[src/logic/ccs_defs.vh]
// constants, register map and field positions of the channel control and status registers
// Function
// - a channel enable bit of 0 powers down the channel's clock recovery and LVDS I/O, 1 runs it.
// - a powered-down channel together with the receive data enable input floats its parallel data output bus.
// - control bit 6 is the 3-state control of the channel's parallel data output.
// - control bit 7 is the 3-state control of the overhead data output, channel A only.
// - transmit mode bit 0 inserts overhead from the serial ports, 1 passes all overhead through.
// - each per-byte source bit inserts its overhead byte when 0 and passes it through when 1.
// - the framing error command corrupts A1/A2 for the frame count held in global register 0C.
// - the B1 error command corrupts the B1 bits chosen by global register 0F for one frame.
// - framing error insertion starts on a rising edge of its command bit, which must return to 0.
// - B1 error insertion starts on a rising edge of its command bit, which must return to 0.
// - a concatenation status bit reads 1 for a concatenated member and 0 otherwise or for a head.
// - the summary register shows alarm, path AIS and elastic store overflow with a 3-bit mask.
// - the alarm register flags six conditions, each qualified by a bit of a 6-bit mask.
// - one path AIS flag per STS is kept in two registers, each with a matching mask register.
`ifndef CCS_DEFS_VH
`define CCS_DEFS_VH
// register indices; the byte address is four times the index
`define CCS_IDX_A1A2_FRAMES 6'h0C
`define CCS_IDX_B1_SELECT   6'h0F
`define CCS_IDX_CTRL        6'h20
`define CCS_IDX_TX_SRC      6'h21
`define CCS_IDX_TX_D_SRC    6'h22
`define CCS_IDX_ERR_CMD     6'h23
`define CCS_IDX_CONCAT_HI   6'h24
`define CCS_IDX_CONCAT_LO   6'h25
`define CCS_IDX_SUMMARY     6'h26
`define CCS_IDX_SUM_MASK    6'h27
`define CCS_IDX_ALARM       6'h28
`define CCS_IDX_ALARM_MASK  6'h29
`define CCS_IDX_AIS_HI      6'h2A
`define CCS_IDX_AIS_LO      6'h2B
`define CCS_IDX_AIS_MASK_HI 6'h2C
`define CCS_IDX_AIS_MASK_LO 6'h2D
// field positions
`define CCS_CTRL_ENABLE     5
`define CCS_CTRL_PAR_HIZ    6
`define CCS_CTRL_TOH_HIZ    7
`define CCS_TX_PASS_ALL     7
`define CCS_CMD_A1A2        0
`define CCS_CMD_B1          1
`define CCS_SUM_ALARM       0
`define CCS_SUM_AIS         1
`define CCS_SUM_ES_OVF      2
// widths
`define CCS_W_SUM           3
`define CCS_W_ALARM         6
`define CCS_W_AIS_HI        4
`define CCS_W_AIS_LO        8
`define CCS_W_TX_SEL        15
// byte lane offset that a mapped access must carry
`define CCS_ALIGNED         2'b00
// frame counter step
`define CCS_CNT_STEP        8'h01
`define CCS_RESET_BYTE      8'h00
`define CCS_ZERO_WORD       32'h0000_0000
`endif

[src/logic/ccs_regs.v]
// channel control and status register bank with APB slave and interrupt output
//
// Chosen here: the APB register port.
`timescale 1ns/100ps
`default_nettype none
`include "ccs_defs.vh"
module ccs_regs (
   input  wire        i_core_clk,
   input  wire        i_sys_rst,
   input  wire        i_psel,
   input  wire        i_penable,
   input  wire        i_pwrite,
   input  wire [7:0]  i_paddr,
   input  wire [31:0] i_pwdata,
   output reg  [31:0] o_prdata,
   output wire        o_pready,
   output reg         o_pslverr,
   input  wire        i_data_rx_en,
   input  wire        i_frame_sync,
   input  wire [11:0] i_concat_member,
   input  wire [5:0]  i_alarm_event,
   input  wire [3:0]  i_ais_event_hi,
   input  wire [7:0]  i_ais_event_lo,
   input  wire        i_es_ovf_event,
   output reg         o_cdr_lvds_pwr_en,
   output reg         o_par_out_hiz,
   output reg         o_toh_out_hiz,
   output reg  [14:0] o_tx_pass_sel,
   output reg         o_a1a2_corrupt,
   output reg         o_b1_corrupt,
   output reg  [7:0]  o_b1_corrupt_bits,
   output wire        o_irq
);

   // control registers
   reg  [7:0]  ctrl_q;
   reg  [7:0]  tx_src_q;
   reg  [7:0]  tx_d_src_q;
   reg  [1:0]  err_cmd_q;
   reg  [1:0]  err_cmd_prev_q;
   reg  [7:0]  a1a2_frames_q;
   reg  [7:0]  b1_select_q;
   reg  [2:0]  sum_mask_q;
   reg  [5:0]  alarm_mask_q;
   reg  [3:0]  ais_mask_hi_q;
   reg  [7:0]  ais_mask_lo_q;

   // status registers
   reg  [11:0] concat_q;
   reg  [5:0]  alarm_q;
   reg  [5:0]  alarm_d;
   reg  [3:0]  ais_hi_q;
   reg  [3:0]  ais_hi_d;
   reg  [7:0]  ais_lo_q;
   reg  [7:0]  ais_lo_d;
   reg         es_ovf_q;
   reg         es_ovf_d;

   // error insertion state
   reg         a1a2_pend_q;
   reg  [7:0]  a1a2_cnt_q;
   reg         b1_pend_q;

   // receive enable pin synchroniser
   reg         rx_en_meta_q;
   reg         rx_en_sync_q;

   wire [5:0]  idx;
   wire        setup;
   wire        wr_acc;
   wire [7:0]  wbyte;
   wire [2:0]  summary;
   wire        a1a2_rise;
   wire        b1_rise;
   reg  [7:0]  rd_byte;
   reg         rd_hit;

   assign idx   = i_paddr[7:2];
   assign setup = i_psel & ~i_penable;
   assign wr_acc = i_psel & i_penable & i_pwrite;
   assign wbyte = i_pwdata[7:0];
   assign o_pready = 1'b1;

   // summary flags consolidate the masked alarm and AIS groups and the unmasked overflow flag
   assign summary[`CCS_SUM_ALARM]  = |(alarm_q & alarm_mask_q);
   assign summary[`CCS_SUM_AIS]    = |({ais_hi_q, ais_lo_q} & {ais_mask_hi_q, ais_mask_lo_q});
   assign summary[`CCS_SUM_ES_OVF] = es_ovf_q;

   // level interrupt while an enabled summary flag is set
   assign o_irq = |(summary & sum_mask_q);

   // insertion starts only on a 0 to 1 step of the command bit
   assign a1a2_rise = err_cmd_q[`CCS_CMD_A1A2] & ~err_cmd_prev_q[`CCS_CMD_A1A2];
   assign b1_rise   = err_cmd_q[`CCS_CMD_B1] & ~err_cmd_prev_q[`CCS_CMD_B1];

   always @(posedge i_core_clk) begin
      if (i_sys_rst) begin
         rx_en_meta_q <= 1'b0;
         rx_en_sync_q <= 1'b0;
      end else begin
         rx_en_meta_q <= i_data_rx_en;
         rx_en_sync_q <= rx_en_meta_q;
      end
   end

   // read mux
   always @* begin
      rd_byte = `CCS_RESET_BYTE;
      rd_hit  = 1'b1;
      case (idx)
         `CCS_IDX_A1A2_FRAMES: rd_byte = a1a2_frames_q;
         `CCS_IDX_B1_SELECT:   rd_byte = b1_select_q;
         `CCS_IDX_CTRL:        rd_byte = ctrl_q;
         `CCS_IDX_TX_SRC:      rd_byte = tx_src_q;
         `CCS_IDX_TX_D_SRC:    rd_byte = tx_d_src_q;
         `CCS_IDX_ERR_CMD:     rd_byte = {6'h00, err_cmd_q};
         `CCS_IDX_CONCAT_HI:   rd_byte = {4'h0, concat_q[11:8]};
         `CCS_IDX_CONCAT_LO:   rd_byte = concat_q[7:0];
         `CCS_IDX_SUMMARY:     rd_byte = {5'h00, summary};
         `CCS_IDX_SUM_MASK:    rd_byte = {5'h00, sum_mask_q};
         `CCS_IDX_ALARM:       rd_byte = {2'h0, alarm_q};
         `CCS_IDX_ALARM_MASK:  rd_byte = {2'h0, alarm_mask_q};
         `CCS_IDX_AIS_HI:      rd_byte = {4'h0, ais_hi_q};
         `CCS_IDX_AIS_LO:      rd_byte = ais_lo_q;
         `CCS_IDX_AIS_MASK_HI: rd_byte = {4'h0, ais_mask_hi_q};
         `CCS_IDX_AIS_MASK_LO: rd_byte = ais_mask_lo_q;
         default: begin
            rd_byte = `CCS_RESET_BYTE;
            rd_hit  = 1'b0;
         end
      endcase
   end

   // read data and error are captured in the setup cycle, valid in the access cycle
   always @(posedge i_core_clk) begin
      if (i_sys_rst) begin
         o_prdata  <= `CCS_ZERO_WORD;
         o_pslverr <= 1'b0;
      end else if (setup) begin
         o_prdata  <= i_pwrite ? `CCS_ZERO_WORD : {24'h00_0000, rd_byte};
         o_pslverr <= ~rd_hit | (i_paddr[1:0] != `CCS_ALIGNED);
      end else if (!i_psel) begin
         o_pslverr <= 1'b0;
      end
   end

   // writable controls, all zero after reset
   always @(posedge i_core_clk) begin
      if (i_sys_rst) begin
         ctrl_q         <= `CCS_RESET_BYTE;
         tx_src_q       <= `CCS_RESET_BYTE;
         tx_d_src_q     <= `CCS_RESET_BYTE;
         err_cmd_q      <= 2'b00;
         err_cmd_prev_q <= 2'b00;
         a1a2_frames_q  <= `CCS_RESET_BYTE;
         b1_select_q    <= `CCS_RESET_BYTE;
         sum_mask_q     <= 3'b000;
         alarm_mask_q   <= 6'h00;
         ais_mask_hi_q  <= 4'h0;
         ais_mask_lo_q  <= `CCS_RESET_BYTE;
      end else begin
         err_cmd_prev_q <= err_cmd_q;
         if (wr_acc && i_paddr[1:0] == `CCS_ALIGNED) begin
            case (idx)
               `CCS_IDX_A1A2_FRAMES: a1a2_frames_q <= wbyte;
               `CCS_IDX_B1_SELECT:   b1_select_q   <= wbyte;
               `CCS_IDX_CTRL:        ctrl_q        <= wbyte;
               `CCS_IDX_TX_SRC:      tx_src_q      <= wbyte;
               `CCS_IDX_TX_D_SRC:    tx_d_src_q    <= wbyte;
               `CCS_IDX_ERR_CMD:     err_cmd_q     <= wbyte[1:0];
               `CCS_IDX_SUM_MASK:    sum_mask_q    <= wbyte[2:0];
               `CCS_IDX_ALARM_MASK:  alarm_mask_q  <= wbyte[5:0];
               `CCS_IDX_AIS_MASK_HI: ais_mask_hi_q <= wbyte[3:0];
               `CCS_IDX_AIS_MASK_LO: ais_mask_lo_q <= wbyte;
               default: begin
                  ctrl_q <= ctrl_q;
               end
            endcase
         end
      end
   end

   // sticky flags: write one to clear, a new event in the same cycle wins
   always @* begin
      alarm_d  = alarm_q | i_alarm_event;
      ais_hi_d = ais_hi_q | i_ais_event_hi;
      ais_lo_d = ais_lo_q | i_ais_event_lo;
      es_ovf_d = es_ovf_q | i_es_ovf_event;
      if (wr_acc && i_paddr[1:0] == `CCS_ALIGNED) begin
         case (idx)
            `CCS_IDX_ALARM:   alarm_d  = (alarm_q & ~wbyte[5:0]) | i_alarm_event;
            `CCS_IDX_AIS_HI:  ais_hi_d = (ais_hi_q & ~wbyte[3:0]) | i_ais_event_hi;
            `CCS_IDX_AIS_LO:  ais_lo_d = (ais_lo_q & ~wbyte) | i_ais_event_lo;
            `CCS_IDX_SUMMARY: es_ovf_d = (es_ovf_q & ~wbyte[`CCS_SUM_ES_OVF])
                                         | i_es_ovf_event;
            default: begin
               es_ovf_d = es_ovf_q | i_es_ovf_event;
            end
         endcase
      end
   end

   always @(posedge i_core_clk) begin
      if (i_sys_rst) begin
         alarm_q  <= 6'h00;
         ais_hi_q <= 4'h0;
         ais_lo_q <= `CCS_RESET_BYTE;
         es_ovf_q <= 1'b0;
         concat_q <= 12'h000;
      end else begin
         alarm_q  <= alarm_d;
         ais_hi_q <= ais_hi_d;
         ais_lo_q <= ais_lo_d;
         es_ovf_q <= es_ovf_d;
         concat_q <= i_concat_member;
      end
   end

   // framing error insertion: armed by the edge, runs for the programmed frame count
   always @(posedge i_core_clk) begin
      if (i_sys_rst) begin
         a1a2_pend_q    <= 1'b0;
         a1a2_cnt_q     <= `CCS_RESET_BYTE;
         o_a1a2_corrupt <= 1'b0;
      end else begin
         if (a1a2_rise) begin
            a1a2_pend_q <= 1'b1;
         end else if (i_frame_sync && a1a2_pend_q) begin
            a1a2_pend_q <= 1'b0;
         end
         if (i_frame_sync) begin
            if (a1a2_pend_q) begin
               a1a2_cnt_q     <= a1a2_frames_q;
               o_a1a2_corrupt <= (a1a2_frames_q != `CCS_RESET_BYTE);
            end else if (a1a2_cnt_q != `CCS_RESET_BYTE) begin
               a1a2_cnt_q     <= a1a2_cnt_q - `CCS_CNT_STEP;
               o_a1a2_corrupt <= (a1a2_cnt_q != `CCS_CNT_STEP);
            end else begin
               o_a1a2_corrupt <= 1'b0;
            end
         end
      end
   end

   // B1 error insertion: one frame with the selected parity bits
   always @(posedge i_core_clk) begin
      if (i_sys_rst) begin
         b1_pend_q         <= 1'b0;
         o_b1_corrupt      <= 1'b0;
         o_b1_corrupt_bits <= `CCS_RESET_BYTE;
      end else begin
         if (b1_rise) begin
            b1_pend_q <= 1'b1;
         end else if (i_frame_sync && b1_pend_q) begin
            b1_pend_q <= 1'b0;
         end
         if (i_frame_sync) begin
            o_b1_corrupt      <= b1_pend_q;
            o_b1_corrupt_bits <= b1_pend_q ? b1_select_q : `CCS_RESET_BYTE;
         end
      end
   end

   // channel controls driven from registers
   always @(posedge i_core_clk) begin
      if (i_sys_rst) begin
         o_cdr_lvds_pwr_en <= 1'b0;
         o_par_out_hiz     <= 1'b0;
         o_toh_out_hiz     <= 1'b0;
         o_tx_pass_sel     <= 15'h0000;
      end else begin
         o_cdr_lvds_pwr_en <= ctrl_q[`CCS_CTRL_ENABLE];
         o_par_out_hiz     <= ctrl_q[`CCS_CTRL_PAR_HIZ]
                              | (~ctrl_q[`CCS_CTRL_ENABLE] & rx_en_sync_q);
         o_toh_out_hiz     <= ctrl_q[`CCS_CTRL_TOH_HIZ];
         // pass-all forces every byte through, else each bit picks its byte
         o_tx_pass_sel     <= {tx_src_q[6:0], tx_d_src_q}
                              | {`CCS_W_TX_SEL{tx_src_q[`CCS_TX_PASS_ALL]}};
      end
   end

endmodule
`default_nettype wire

[config.mk]
export PLATFORM = sky130hd
export DESIGN_NAME = ccs_regs
export DESIGN_NICKNAME = d
export VERILOG_FILES = /design/src/logic/ccs_regs.v
export VERILOG_INCLUDE_DIRS = /design/src /design/src/logic
export SDC_FILE = /design/constraint.sdc
export NUM_CORES = 1
export LEC_CHECK = 0
export ABC_AREA = 1
export BUFFER_PORTS_ARGS = -buffer_cell sky130_fd_sc_hd__buf_2
export CAP_MARGIN = 0
export CORE_MARGIN = 3
export CORE_UTILIZATION = 58
export DETAILED_ROUTE_END_ITERATION = 10
export PLACE_DENSITY_LB_ADDON = 0.05
export SYNTH_ARGS = -nofsm -noshare
export SYNTH_HDL_FRONTEND = slang
export SYNTH_SLANG_ARGS = --single-unit
[constraint.sdc]
create_clock -name i_core_clk -period 2.8 [get_ports i_core_clk]
set_input_delay 0.56 -clock i_core_clk [delete_from_list [all_inputs] [get_ports i_core_clk]]
set_output_delay 0.56 -clock i_core_clk [all_outputs]
set_load 0.02 [all_outputs]
Word-level counts from Yosys, hierarchy flattened. Cells that the tools add are included. W data, S select, Z words.

Add/subtract/negate cells: 1. Eq/ne operators: 18. Muxes and demuxes: 22. Bitwise operators: 33. Reductions and logical operators: 25.

Operators with widths (number): $pmux W8 S16 (1); $eq A6 B6 Y1 const B (14); $mux W8 (6); $reduce_and A2 Y1 (11); $or A8 B8 Y8 (2); $reduce_bool A8 Y1 (2); $reduce_or A16 Y1 (1); $or A15 B15 Y15 (1); $and A12 B12 Y12 (1); $and A6 B6 Y6 (2); $eq A6 B4 Y1 const B (2); $mux W6 (2); $or A6 B6 Y6 (2); $reduce_or A12 Y1 (1); $mux W1 (11); $and A8 B8 Y8 (1); $mux W4 (2); $ne A8 B1 Y1 const B (1); $not A8 Y8 (1); $or A4 B4 Y4 (2); $reduce_bool A2 Y1 (4); $sub A8 B1 Y8 const B (1); $and A1 B1 Y1 (7); $not A1 Y1 (6); 10 further kinds (15).

Register bits: 169. Input port bits: 78. Output and inout port bits: 63. Word-level logic and storage cells: 129.

Longest topological paths before layout.
Depth after elaboration: 6. Mapped depth: 13. Mapped depth without buffers: 12.

Least setup slack after synthesis. No wires, ideal clock.

Path type: input to register. Start point: input i_paddr[1]. End point: register alarm_mask_q[2]. Setup time: 0.086 ns. Arrival: 1.608 ns. Data required time: 2.714 ns. Slack: 1.107 ns. Stages: 6. Buffers on the path: 1. Cell sequence: nor2_1 -> nand4_4 -> nor3_1 -> buf_2 -> nor2_1 -> a211oi_1.

Longest elaborated chain between the ends: 3.

Ends and longest elaborated chain: start: declaration (RTL line ccs_regs.v:13) `input wire [7:0] i_paddr,`; $logic_not A2 Y1 (no line); $logic_and A1 B1 Y1 (no line); $reduce_and A2 Y1 (no line); end signal: assignment (RTL line ccs_regs.v:172) `` `CCS_IDX_ALARM_MASK: alarm_mask_q <= wbyte[5:0]; ``; end: declaration (RTL line ccs_regs.v:44) `reg [5:0] alarm_mask_q;`.

Every way passes these cells. A chain may end at the register's enable or synchronous reset.

Worst setup path after layout.
Start point: register ais_lo_q[6]. End point: output o_irq.

Longest elaborated chain between the ends: 4.

Ends and longest elaborated chain: start: declaration (RTL line ccs_regs.v:54) `reg [7:0] ais_lo_q;`; start signal: assignment (RTL line ccs_regs.v:207) `` ais_lo_q <= `CCS_RESET_BYTE; ``; start signal: assignment (RTL line ccs_regs.v:213) `ais_lo_q <= ais_lo_d;`; $and A12 B12 Y12 (RTL line ccs_regs.v:86) `` assign summary[`CCS_SUM_AIS] = |({ais_hi_q, ais_lo_q} & {ais_mask_hi_q, ais_mask_lo_q}); ``; $reduce_or A12 Y1 (RTL line ccs_regs.v:86); $and A3 B3 Y3 (RTL line ccs_regs.v:90) `assign o_irq = |(summary & sum_mask_q);`; $reduce_or A3 Y1 (RTL line ccs_regs.v:90); end: declaration (RTL line ccs_regs.v:32) `output wire o_irq`.

Every way passes these cells.

==> results.md <==
Worst setup path:
- The type of element capturing the critical path is an output pin.
- Data arrives at the worst endpoint at 1620 ps.
- The element type at the critical path start is a flop.
- The biggest fanout along the worst timing path is 3.
- The critical setup path kind is flop to output pin.
- Data on the critical path is required at its endpoint by 2240 ps.

Floorplanning:
- Pin placement for this block handled 141 I/O pins.
- The initial utilization of the core area, before any placement, comes to 0.608.
- In this run the core area contains 37 standard-cell rows.
- The total area inside the core boundary comes to 10600 um^2.
- The floorplan die area is 12400 um^2.
- The horizontal extent of the die is 111 um.
- Measured along the y axis, the die boundary spans 111 um.

Route:
- The detailed router finished its first iteration with 606 violations.
- Before antenna repair, the detailed router went through 7 iterations.
- The final route contains 6200 vias.
- For this run, design rule violations remaining after detail routing come to 0.
- In the routed layout, each cell is associated on average with a via count of 5.47.
- The total detailed-routing wirelength is 17900 um.
- Once detail routing completed, the nets flagged for antenna violations numbered 0.
- The average wire per cell in the routed design is 15.8 um.

Finish:
- Of the cells placed in the final design, the portion with a size suffix greater than 1 is 0.152.
- Leaving out fill and tap cells, the most frequent cell in the layout is sky130_fd_sc_hd__nand2_1.
- After routing the design area is 7450 um^2.
- The total area of sequential cells is 2900 um^2.
- The register with the most flip-flops in the layout has 15 of them.
- In the layout the commonest cells are sky130_fd_sc_hd__nand2_1 (209), sky130_fd_sc_hd__dfxtp_1 (145), sky130_fd_sc_hd__a21oi_1 (110).
- The synthesis-to-finish area growth is 16.1%.
- Fill cells in the final layout number 903.
- The largest registers in the layout are o_tx_pass_sel x15, concat_q x12.
- The repair_antennas step left the layout with diodes totalling 0.
- Once layout is complete, the cells apart from fillers number 1133.
- The post-layout net count is 1066.
- The multi-input gate area in the final layout is 2910 um^2.
- The most flop-heavy register is o_tx_pass_sel.

Clock tree:
- TritonCTS created 17 clock buffers.
- Hold repair after CTS inserted 0 buffers.
- The number of setup buffers added after CTS is 0.
- The largest buffer count on any clock path is 2.
- TritonCTS built the clock tree.
- Gates resized during post-CTS repair numbered 0.
- At the later pin of the worst-skew pair, clock insertion delay measures 530 ps.
- The maximum level of the CTS H-tree is 4.
- The cell sitting at the root of the clock tree is a sky130_fd_sc_hd__clkbuf_8.
- The total number of clock tree sinks is 145.
- The clock transition at the registers of the reported paths is 60 ps.

Global route:
- For this run, the total global-route usage over all layers was measured as 0.295.
- The number of global-route vias before repair is 5908.
- The first-pass GRT wire length is 29100 um.
- The initial antenna violation count was 0.
- The pin count of the biggest net entering global routing is 87.
- Summed over all layers, the global routing overflow is 0.

STA:
- The max-slew violation count is 0.
- The total negative slack is 0 ps.
- In the finished design, the share of the clock period the worst path needs comes to 0.777.
- At the pin with the least slew margin, the transition time is 875 ps.
- For the final database, setup skew stands at 9.73 ps.
- The final hold slack is 224 ps.
- The number of endpoints with negative hold slack in the final report came to 0.
- Measured against its own limit, the worst slew margin works out to 0.417.
- Timing would allow up to 459 MHz.
- Setup repair after global routing left no endpoint under its margin.
- After layout, the minimum clock period comes to 2180 ps.
- Setup violations remaining at the end of the flow were counted as 0.

Power and ir drop:
- In this run the static leakage power is 3.48 nW.
- The total power divided by cell area is 711 nW/um^2.
- The internal power summed over all cells is 3.92 mW.
- The share of total power dissipated in sequential elements is 0.420.
- The part of the power in combinational logic is 0.130.
- VDD sags by at most 0.605 mV.
- Of the total power, the share spent switching nets is 0.260.
- Overall power consumption after layout is estimated at 5.30 mW.
- The net switching component of the power is 1.37 mW.
- The share of total power dissipated in the clock network is 0.450.

Synthesis:
- The share of synthesized area in the top cell type comes to 0.452.
- After technology mapping, the gate count stands at 907.
- By area the synthesized netlist is led by sky130_fd_sc_hd__dfxtp_1 (45%), sky130_fd_sc_hd__nand2_1 (12%), sky130_fd_sc_hd__a21oi_1 (8.6%).
- sky130_fd_sc_hd__dfxtp_1 takes more of the synthesized area than any other cell.
- Yosys printed 0 warnings.
- Synthesis inferred 145 register bits.
- The mean area per synthesized cell is 7.08 um^2.
- The register area share after synthesis is 0.452.
- The distinct cell type count of the synthesized netlist is 34.
- The synthesized cell area is 6420 um^2.

Run status:
- The flow ran to the end, and the final reports show no timing, DRC or antenna violations.

Hold path:
- The class of the tightest hold or removal check is input pin to flop.

Placement:
- Routability-driven placement finished with a final weighted congestion of 0.935.
- Once detailed placement completed, the half-perimeter wirelength came to 12500 um.
- Input and output buffers added on the ports amount to 91.
- Once placement completed, the tool counted placed cells totaling 1103.
- The post-placement cell area is 6830 um^2.

Run:
- Max-cap violations in this run came to 0.
final timing paths:
path | start | to | slack (ps) | cells after the start
worst max-delay path | ais_lo_q[6] | o_irq | 620 | 7
worst min-delay path | i_concat_member[9] | concat_q[9] | 220 | 3
worst max register to register | a1a2_cnt_q[1] | a1a2_cnt_q[3] | 930 | 8
worst min register to register | rx_en_meta_q | rx_en_sync_q | 400 | 2
cell usage after synthesis:
library cell               instances
sky130_fd_sc_hd__or2_2             1
sky130_fd_sc_hd__a21oi_1         110
sky130_fd_sc_hd__o211a_1           1
sky130_fd_sc_hd__nor2_4            7
sky130_fd_sc_hd__a211oi_1          8
sky130_fd_sc_hd__dfxtp_1         145
sky130_fd_sc_hd__buf_1             5
sky130_fd_sc_hd__a221oi_1          1
sky130_fd_sc_hd__a31oi_1           2
sky130_fd_sc_hd__clkbuf_1         20
sky130_fd_sc_hd__buf_4            30
sky130_fd_sc_hd__nand3_1          33
sky130_fd_sc_hd__o22ai_1           2
sky130_fd_sc_hd__nand2_2           4
sky130_fd_sc_hd__nor3_1            6
sky130_fd_sc_hd__a211oi_2          1
sky130_fd_sc_hd__nand4_4           1
sky130_fd_sc_hd__nand4_1           7
sky130_fd_sc_hd__ha_1              2
sky130_fd_sc_hd__nand2_1         209
sky130_fd_sc_hd__nor2_1          107
sky130_fd_sc_hd__conb_1            2
sky130_fd_sc_hd__inv_1            88
sky130_fd_sc_hd__o211ai_1          1
sky130_fd_sc_hd__clkinv_1          4
sky130_fd_sc_hd__nand2_4           2
sky130_fd_sc_hd__o21ai_0          89
sky130_fd_sc_hd__xor2_1            1
sky130_fd_sc_hd__o31ai_1           2
sky130_fd_sc_hd__buf_2             3
sky130_fd_sc_hd__nand3_2           1
sky130_fd_sc_hd__nor4_1            1
sky130_fd_sc_hd__inv_2             2
sky130_fd_sc_hd__nor2_2            9
worst max-delay path: stages, from the launching register on:
cell and delay (ps):
sky130_fd_sc_hd__dfxtp_1 340, sky130_fd_sc_hd__nand2_1 80, sky130_fd_sc_hd__nand2_1 50, sky130_fd_sc_hd__nor2_1 180
sky130_fd_sc_hd__nand3_1 130, sky130_fd_sc_hd__nand2_1 80, sky130_fd_sc_hd__nand3_1 60, sky130_fd_sc_hd__buf_2 160
metrics by stage:
stage	setup slack (ps)	utilization
4_1_cts	621	0.706
5_1_grt	487	0.706
2_1_floorplan	1110	-
3_3_place_gp	634	0.647
6_report	623	0.706
3_5_place_dp	619	0.647
routing by layer:
metal  share of wire  global-route usage  vias to the layer above  routed length (um)
met5               0                   0                        -                   0
met4           0.044               0.168                        0                 789
met3           0.066              0.0650                       67                1180
met2            0.46               0.472                      271                8300
met1            0.42               0.368                     2828                7590
li1                -                   -                     3034                   -
power by group through the flow:
stage | clock [mW] | sequential (mW) | combinational, mW
6_report | 2.38 | 2.22 | 0.690
5_1_grt | 2.49 | 2.24 | 0.783
4_1_cts | 2.41 | 2.22 | 0.683
3_5_place_dp | 0 | 2.26 | 0.674
3_3_place_gp | 0 | 2.26 | 0.652
2_1_floorplan | 0 | 2.25 | 0.526
cells by family after synthesis:
logic type	after synthesis	share of synthesized area
XOR/XNOR	1	0.00137
AND/OR/NAND/NOR	388	0.257
other	2	0.00117
buffers and inverters	152	0.107
flip-flops	145	0.452
AO/OA/AOI/OAI	217	0.177
adder cells (fa/ha/maj)	2	0.00390
cell type report:
cell class              count  area share
multi-input cells         633       0.391
flip-flops and latches    145       0.390
clock buffers              22      0.0635
repair buffers             95      0.0652
well taps                 136      0.0228
inverters                  94      0.0474
clock inverters             8      0.0202
Note: power is estimated with default switching activity, not from simulation.
